$ cat src/slr_consts.svh
// Constants of the serial line-rate configuration block.
// Assumes a 100 MHz sys_clk; included by the package and the modules.
`ifndef SLR_CONSTS_SVH
`define SLR_CONSTS_SVH
`define SLR_NPORT          8
`define SLR_PORT_W         3
`define SLR_CLK_PERIOD_NS  10
`define SLR_HOLD_NS        100
`define SLR_HOLD_CYC \
  ((`SLR_HOLD_NS + `SLR_CLK_PERIOD_NS - 1) / `SLR_CLK_PERIOD_NS)
`define SLR_EE_ADDR_W      8
`define SLR_EE_DATA_W      16
`define SLR_EE_COUNT_ADDR  8'h00
`define SLR_ENT_PORT_HI    10
`define SLR_ENT_PORT_LO    8
`define SLR_ENT_X25_BIT    0
`define SLR_MULT_DEFAULT   1'b0
`endif

$ cat src/slr_pkg.sv
// Types shared by the line-rate configuration modules.
// Needs slr_consts.svh on the include path.
`include "slr_consts.svh"
package slr_pkg;
  typedef enum logic [1:0] {SLR_REF_156M25, SLR_REF_153M6,
                            SLR_REF_125M} slr_ref_e_t;
  typedef enum logic [2:0] {SLR_RATE_NONE, SLR_RATE_1G2288, SLR_RATE_1G25,
                            SLR_RATE_1G536, SLR_RATE_2G4576, SLR_RATE_2G5,
                            SLR_RATE_3G072, SLR_RATE_3G125} slr_rate_e_t;
  typedef enum logic [2:0] {SLR_WAIT_OPT, SLR_RD_COUNT, SLR_RD_ENTRY,
                            SLR_RUN} slr_boot_e_t;
  // One multiplier write: x25 high selects the raised multiplier
  typedef struct packed {
    logic                   valid;
    logic [`SLR_PORT_W-1:0] port;
    logic                   x25;
  } slr_cfg_wr_t;
  typedef struct packed {
    logic                      valid;
    logic [`SLR_EE_DATA_W-1:0] data;
  } slr_ee_rsp_t;
endpackage

$ cat src/slr_option_sampler.sv
// Captures the power-up option pins after hard reset is released.
// Pins are synchronous to sys_clk and held stable for the hold window.
`timescale 1ns/1ns
`include "slr_consts.svh"
module slr_option_sampler (
  // Clock and reset
  input  wire logic       sys_clk,
  input  wire logic       arst_n,
  // Option pins
  input  wire logic [1:0] line_rate_select,
  // Captured value
  output logic [1:0]      optCode,
  output logic            optValid
);
  import slr_pkg::*;

  typedef struct packed {
    logic [1:0] first;
    logic [1:0] second;
    logic [3:0] cnt;
    logic [1:0] code;
    logic       valid;
  } slr_samp_t;

  slr_samp_t st, next_st;

  // The code is the pin value sampled at the end of the hold window, so a
  // pin still settling at release never reaches the core
  always_comb begin
    next_st       = st;
    next_st.first = line_rate_select;
    if (!st.valid) begin
      next_st.cnt = st.cnt + 4'h1;
      if (st.cnt == 4'(`SLR_HOLD_CYC - 1)) begin
        next_st.second = line_rate_select;
        next_st.code   = (st.first == line_rate_select) ? st.first
                                                        : line_rate_select;
        next_st.valid  = 1'b1;
      end
    end
  end

  always_ff @(posedge sys_clk or negedge arst_n) begin
    if (!arst_n) begin
      st <= '0;
    end else begin
      st <= next_st;
    end
  end

  assign optCode  = st.code;
  assign optValid = st.valid;
endmodule // slr_option_sampler

$ cat src/slr_line_rate_config.sv
// Line-rate selection and volatile SerDes multiplier store, per port.
// Assumes synchronous inputs, one sys_clk, and an EEPROM reader that
// answers one word per request with a valid pulse.
`timescale 1ns/1ns
`include "slr_consts.svh"
module slr_line_rate_config (
  // Clock and hard reset
  input  wire logic                         sys_clk,
  input  wire logic                         arst_n,
  // Board straps and controls
  input  wire logic [1:0]                   line_rate_select,
  input  wire slr_pkg::slr_ref_e_t          refClkSel,
  input  wire logic                         obsaiMode,
  input  wire logic [`SLR_NPORT-1:0]        port_power_down,
  input  wire logic                         eepromPresent,
  // Boot EEPROM reader
  output logic                              eeRdReq,
  output logic [`SLR_EE_ADDR_W-1:0]         eeRdAddr,
  input  wire slr_pkg::slr_ee_rsp_t         eeRsp,
  // Maintenance writes from a host
  input  wire slr_pkg::slr_cfg_wr_t         mntWr,
  // Boundary-scan test port access
  input  wire slr_pkg::slr_cfg_wr_t         tstWr,
  input  wire logic [`SLR_PORT_W-1:0]       tstRdPort,
  output logic                              tstRdX25,
  // SerDes side
  output logic                              serdesResetN,
  output logic [`SLR_NPORT-1:0]             mulX25,
  output slr_pkg::slr_rate_e_t [`SLR_NPORT-1:0] lineRate,
  output logic                              bootDone
);
  import slr_pkg::*;

  typedef struct packed {
    slr_boot_e_t                      fsm;
    logic [`SLR_EE_ADDR_W-1:0]        addr;
    logic [7:0]                       left;
    logic [`SLR_NPORT-1:0]            x25;
    slr_rate_e_t [`SLR_NPORT-1:0]     rate;
    logic                             tstX25;
  } slr_state_t;

  slr_state_t  st, next_st;
  logic [1:0]  optCode;
  logic        optValid;

  slr_option_sampler u_sampler (
    .sys_clk          (sys_clk),
    .arst_n           (arst_n),
    .line_rate_select (line_rate_select),
    .optCode          (optCode),
    .optValid         (optValid)
  );

  // Multiplier bits only matter with the 125 MHz reference and code 1,0;
  // every other rate depends on the reference and the code, and 153.6 MHz code 0,1 also on obsaiMode
  function automatic slr_rate_e_t rateOf(slr_ref_e_t refSel,
                                         logic [1:0] code,
                                         logic x25, logic obsai);
    rateOf = SLR_RATE_NONE;
    unique case (refSel)
      SLR_REF_156M25: begin
        unique case (code)
          2'b00:   rateOf = SLR_RATE_1G25;
          2'b01:   rateOf = SLR_RATE_2G5;
          2'b10:   rateOf = SLR_RATE_3G125;
          default: rateOf = SLR_RATE_NONE;
        endcase
      end
      SLR_REF_153M6: begin
        unique case (code)
          2'b00:   rateOf = SLR_RATE_1G2288;
          2'b01:   rateOf = obsai ? SLR_RATE_1G536 : SLR_RATE_2G4576;
          2'b10:   rateOf = SLR_RATE_3G072;
          default: rateOf = SLR_RATE_NONE;
        endcase
      end
      SLR_REF_125M: begin
        unique case (code)
          2'b01:   rateOf = SLR_RATE_1G25;
          2'b10:   rateOf = x25 ? SLR_RATE_3G125 : SLR_RATE_2G5;
          default: rateOf = SLR_RATE_NONE;
        endcase
      end
      default: rateOf = SLR_RATE_NONE;
    endcase
  endfunction

  always_comb begin
    next_st = st;
    unique case (st.fsm)
      SLR_WAIT_OPT: begin
        if (optValid) begin
          next_st.addr = `SLR_EE_COUNT_ADDR;
          next_st.fsm  = eepromPresent ? SLR_RD_COUNT : SLR_RUN;
        end
      end
      SLR_RD_COUNT: begin
        if (eeRsp.valid) begin
          next_st.left = eeRsp.data[7:0];
          next_st.addr = st.addr + 8'h01;
          next_st.fsm  = (eeRsp.data[7:0] == 8'h00) ? SLR_RUN : SLR_RD_ENTRY;
        end
      end
      SLR_RD_ENTRY: begin
        if (eeRsp.valid) begin
          next_st.x25[eeRsp.data[`SLR_ENT_PORT_HI:`SLR_ENT_PORT_LO]] =
            eeRsp.data[`SLR_ENT_X25_BIT];
          next_st.left = st.left - 8'h01;
          next_st.addr = st.addr + 8'h01;
          if (st.left == 8'h01) begin
            next_st.fsm = SLR_RUN;
          end
        end
      end
      SLR_RUN: begin
        // Host writes only once the links are up
        if (mntWr.valid) begin
          next_st.x25[mntWr.port] = mntWr.x25;
        end
      end
      default: next_st.fsm = SLR_WAIT_OPT;
    endcase
    // Test port reaches the store in any state and wins a collision
    if (tstWr.valid) begin
      next_st.x25[tstWr.port] = tstWr.x25;
    end
    // Power-down overrides every writer so the default is re-applied
    for (int i = 0; i < `SLR_NPORT; i++) begin
      if (port_power_down[i]) begin
        next_st.x25[i] = `SLR_MULT_DEFAULT;
      end
      next_st.rate[i] = optValid
        ? rateOf(refClkSel, optCode, st.x25[i], obsaiMode)
        : SLR_RATE_NONE;
    end
    next_st.tstX25 = st.x25[tstRdPort];
  end

  always_ff @(posedge sys_clk or negedge arst_n) begin
    if (!arst_n) begin
      st <= '0;
    end else begin
      st <= next_st;
    end
  end

  assign eeRdReq      = (st.fsm == SLR_RD_COUNT) || (st.fsm == SLR_RD_ENTRY);
  assign eeRdAddr     = st.addr;
  assign serdesResetN = (st.fsm == SLR_RUN);
  assign bootDone     = (st.fsm == SLR_RUN);
  assign mulX25       = st.x25;
  assign lineRate     = st.rate;
  assign tstRdX25     = st.tstX25;
endmodule // slr_line_rate_config

$ cat config.mk
export PLATFORM = sky130hd
export DESIGN_NAME = slr_line_rate_config
export DESIGN_NICKNAME = d
export VERILOG_FILES = /design/src/slr_pkg.sv /design/src/slr_option_sampler.sv /design/src/slr_line_rate_config.sv
export VERILOG_INCLUDE_DIRS = /design/src
export SDC_FILE = /design/constraint.sdc
export NUM_CORES = 1
export LEC_CHECK = 0
export CORE_AREA = 2 2 72 125
export CTS_BUF_LIST = sky130_fd_sc_hd__clkbuf_4 sky130_fd_sc_hd__clkbuf_8 sky130_fd_sc_hd__clkbuf_16
export CTS_CLUSTER_SIZE = 12
export DETAILED_ROUTE_END_ITERATION = 16
export DIE_AREA = 0 0 74 127
export DONT_BUFFER_PORTS = 1
export GPL_ROUTABILITY_DRIVEN = 0
export GPL_TIMING_DRIVEN = 0
export SLEW_MARGIN = 40
export SYNTH_ARGS = -nofsm -noshare
export SYNTH_HDL_FRONTEND = slang
export SYNTH_SLANG_ARGS = --single-unit
$ cat constraint.sdc
create_clock -name sys_clk -period 3.2 [get_ports sys_clk]
set_input_delay 0.32 -clock sys_clk [delete_from_list [all_inputs] [get_ports sys_clk]]
set_output_delay 0.32 -clock sys_clk [all_outputs]
set_load 0.05 [all_outputs]
; Word-level counts from Yosys, hierarchy flattened
; Cells that the tools add are included.
[word_totals]
ff_bits = 61
latch_bits = 0
mem_bits_rw = 0
rom_bits = 0
in_bits = 46
out_inout_bits = 44
elab_cells = 126
memories = 0
[classes]
addsub = 3
n_mul = 0
div_mod_pow = 0
order_cmp = 7
eq_ne = 14
shifts = 0
mux = 69
bitwise = 2
reduce_logical = 14
[ops]
columns = cell, count
row1 = $pmux 3 s3, 10
row2 = $pmux 3 s2, 8
row3 = $pmux 8 s2, 2
row4 = $mux 3, 10
row5 = $mux 27, 1
row6 = $bwmux 8, 3
row7 = $pmux 8 s3, 1
row8 = $mux 2, 10
row9 = $mux 19, 1
row10 = $lt 3x4->1 const B, 4
row11 = $mux 8, 2
row12 = $mux 1, 15
row13 = $pmux 3 s4, 1
row14 = $mux 11, 1
row15 = $demux 1 s3, 3
row16 = $ge 3x1->1 const B, 3
row17 = $add 8x1->8 const B, 1
row18 = $eq 8x1->1 const B, 1
row19 = $logic_not 8->1, 1
row20 = $sub 8x1->8 const B, 1
row21 = $eq 3x2->1 const B, 2
row22 = $ne 2x2->1 const B, 3
row23 = $reduce_and 5->1, 1
row24 = $add 4x1->4 const B, 1
row25 = 17 further kinds, 23

; Longest topological paths before layout
[logic_depth]
depth_word = 10
mapped_depth = 7
ltp_nobuf = 6

; By module
; From an unflattened synthesis, not the netlist that was laid out.
[hier_totals]
cells_unflattened = 361
hier_area_um2 = 3379.5
[modules_own_cells]
columns = module, n_inst, cells_each, area_each_um2, seq_area_each_um2
row1 = slr_line_rate_config, 1, 337, 3047.9, 925.9
row2 = slr_option_sampler, 1, 24, 331.6, 175.2

; Least setup slack after synthesis
; No wires, ideal clock.
[synth_path]
path_type = reg2reg
from = register st[36] (netlist bit)
to = register st[49] (netlist bit)
setup_ns = 0.125
arrival_time_ns = 2.036
required_ns = 3.075
path_slack_ns = 1.039
stages_incl_launch_ff = 5
n_path_buf = 0
synth_period_minus_slack_ns = 2.161
cell_sequence = dfrtp_1 -> or4_4 -> or4b_1 -> a211o_1 -> mux2_4
[synth_between]
elab_chain_cells = 3
[synth_lines]
columns = item, line_no
row1 = from (decl), slr_line_rate_config.sv:43  ; slr_state_t st, next_st;
row2 = from (signal assigned), slr_line_rate_config.sv:144  ; st <= next_st;
row3 = $eq 8x1->1, slr_line_rate_config.sv:111  ; if (st.left == 8'h01) begin
row4 = $ne 2x2->1 (no source line), --
row5 = $reduce_and 5->1 (no source line), --
; No other way between the ends.
; A chain may end at the register's enable or synchronous reset.

; Worst setup path after layout
[layout_path]
from = register st[36] (netlist bit)
to = register st[50] (netlist bit)
; The elaborated chain is that of the path after synthesis.

==> run summary <==
Count of state elements after synthesis - 44
Worst reg2reg startpoint - st[36]
Slowest CP cell - or4_4
Largest net degree at the start of global routing - 45
Number of flops mapped to enable cells by yosys - 0
Total GRT Usage - 17.87%
Status - complete, no violations
CTS Buf Count - 5
Max Cap Viol - 0
Critical path, cell by cell - or4_4 > or4b_1 > a211o_1 > mux2_4
Crit path DAT - 2.45 ns
Die width - 74 µm
Worst Reg2Reg Path Length in Cells - 4
Critical Path Fanout Max - 7
Area share of the largest cell type after synthesis - 32.69%
Via count - 2,820
Mean Syn Cell Area - 8.817 µm²
Area growth syn-to-layout - 10.81%
Max stage delay on crit path - 0.55 ns
Clock skew - 0.008991 ns
CTS H-tree depth - 2
Power per cell area - 817.5 nW/µm²
Root buffer cell - clkbuf_16
Maximum VDD drop - 0.0004874 V
Main area contributors after synthesis - dfrtp_1 33%, buf_4 9.1%, ha_1 5.2%
CTS Buffer Depth - 2
Main synth FF type - dfrtp_1
Setup crit start kind - flop
Pre-CTS setup slack - 0.9368 ns
Number of buffers and inverters on the critical path - 0
Minimum clock period after layout - 2.283 ns
Worst slew pin tran - 0.7140 ns
Clock transition at the registers of the reported paths - 0.07 ns
Worst reg2reg setup slack - 0.92 ns
PnR Total Power - 3.051 mW
Initial DRC count - 109
Die H - 127 µm
FF-to-FF End - st[50]
Router iterations before antenna repair - 4
Synth Cell Area - 3368 µm²
Initial Util - 40.52%
Worst-skew pair later-pin latency - 0.28 ns
Slew Viols, Final - 0
Syn nets - 442
Setup TNS - 0 ns
Initial antenna violation count - 0
Critical Path RT - 3.37 ns
Antenna Nets Post-Route - 0
Total leakage power - 1.656 nW
WL final - 8088 µm
Antenna cell count - 0
Hold EP - mulX25[3]
Final WS setup - 0.9167 ns
Crit end category - flop
Async S/R FF share, synth - 100.0%
Final #Nets - 451
Cell variety after synth - 56
Crit Path Category - reg2reg
TritonCTS clock tree - built
Port Buf Inserts - 0
Via-to-Cell Ratio - 5.562
RSZ-0062 raised after global routing - no
Hold depth - 1
DRC - 0
Min-Delay Path Class - in2reg
Remaining Overflow, GRT - 0
Final worst-path cycle share - 71.35%
Ports - 90
Final HPWL DP - 6181 µm
Number of global-route vias before repair - 2,764
Layout cells sized above 1 - 17.35%
Num rows - 44
Most common cell after layout, fill and taps aside - dfrtp_1
Leading area contributor after synthesis - dfrtp_1
Post-synthesis sequential area ratio - 32.69%
Final setup fails - 0
First-pass GRT wire length - 13,240 µm
Gate Count Post-Synth - 382
Final Hold Vio Count - 0
Avg WL per Cell - 15.95 µm
Crit-path leading delay family - simple AND/OR/NAND/NOR gates
Core box area - 8313 µm²
Most frequent cells in the layout - 44 x dfrtp_1, 41 x buf_4, 24 x nor2_1
Slew headroom - 52.40%
Clock sink count - 44
Hold Path Origin - port_power_down[3]
Max frequency - 438.0 MHz
Die footprint - 9398 µm²
Yosys warnings - 0
==> timing repair <==
action | in CTS | in global routing
resized for setup | 0 | 0
buffers inserted | 0 | 0
hold endpoints to repair | 44 | 0
hold buffers | 2 | 0
==> final cells by class <==
type	instances	area (µm²)
plain buffers	60	379.1
clock buffers	7	152.6
clock inverters	1	30.03
fillers	815	4581
inverters	17	63.81
multi-input cells	261	1824
flip-flops and latches	44	1101
well taps	115	143.9
repair buffers	2	37.54
==> worst max path at each step <==
stage          startpoint   endpoint  depth (start not counted)
6_report           st[36]     st[50]                          4
5_1_grt            st[50]  mulX25[0]                          4
4_1_cts            st[36]     st[50]                          4
3_5_place_dp       st[36]     st[50]                          4
3_3_place_gp       st[36]     st[50]                          4
2_1_floorplan      st[36]     st[49]                          4
==> stage by stage <==
stage	hold WS [ns]	utilization (%)	area [µm²]	instances
after global placement	0.02619	42.25	3512	497
after detailed placement	0.02619	42.25	3512	497
final	0.09937	44.90	3732	507
after CTS	0.09002	44.90	3732	507
after floorplan	0.02441	-	3368	382
after global routing	0.08702	44.90	3732	507
==> cells in the mapped netlist (all sizes together) (6+ instances only) <==
cell,n
dfrtp,44
buf,42
nor2,24
nand2,23
o21ai,21
clkbuf,18
a21oi,17
inv,17
ha,14
nand3,14
nor3,14
mux2,10
mux2i,9
o21a,9
a21o,8
nand4b,7
nand3b,6
nor4bb,6
o22ai,6
==> sequential cells by signal (all words and copies together) (netlist names) <==
name / flops
eeRdAddr: 8
lineRate: 10
mulX25: 8
st: 10
tstRdX25: 1
u_sampler.optCode: 2
u_sampler.optValid: 1
u_sampler.st: 4
==> cells by family (layout without fill, tap and decap cells) <==
logic type / after synthesis / after routing / synth area share (%)
adders and majority gates: 14 / 14 / 5.201
DFF: 44 / 44 / 32.69
and+or+nand+nor: 125 / 125 / 20.84
xor gates and xnor gates: 3 / 3 / 0.7802
muxes: 21 / 21 / 7.578
AOI/OAI and AO/OA: 98 / 98 / 19.76
buffers and inverters: 77 / 87 / 13.15
==> layer usage <==
metal | routed length [µm] | track usage (%) | vias up
li1 | - | - | 1371
met1 | 3099 | 20.26 | 1343
met2 | 4420 | 32.41 | 98
met3 | 439 | 3.391 | 8
met4 | 128 | 6.096 | 0
met5 | 0 | 0 | -
==> where the power goes <==
group	switching [mW]	total (mW)	internal, mW
Sequential	0.191	0.873	0.682
Combinational	0.960	1.55	0.591
Clock	0.216	0.628	0.411
==> worst reg2reg max path, delay by kind of cell, from the launching register on <==
kind / cells / cell delay (ns)
AO/OA/AOI/OAI: 1 / 0.35
multiplexers: 1 / 0.31
flip-flops: 1 / 0.44
AND/OR/NAND/NOR: 2 / 1.07
Power figures use the tool's default switching activity.
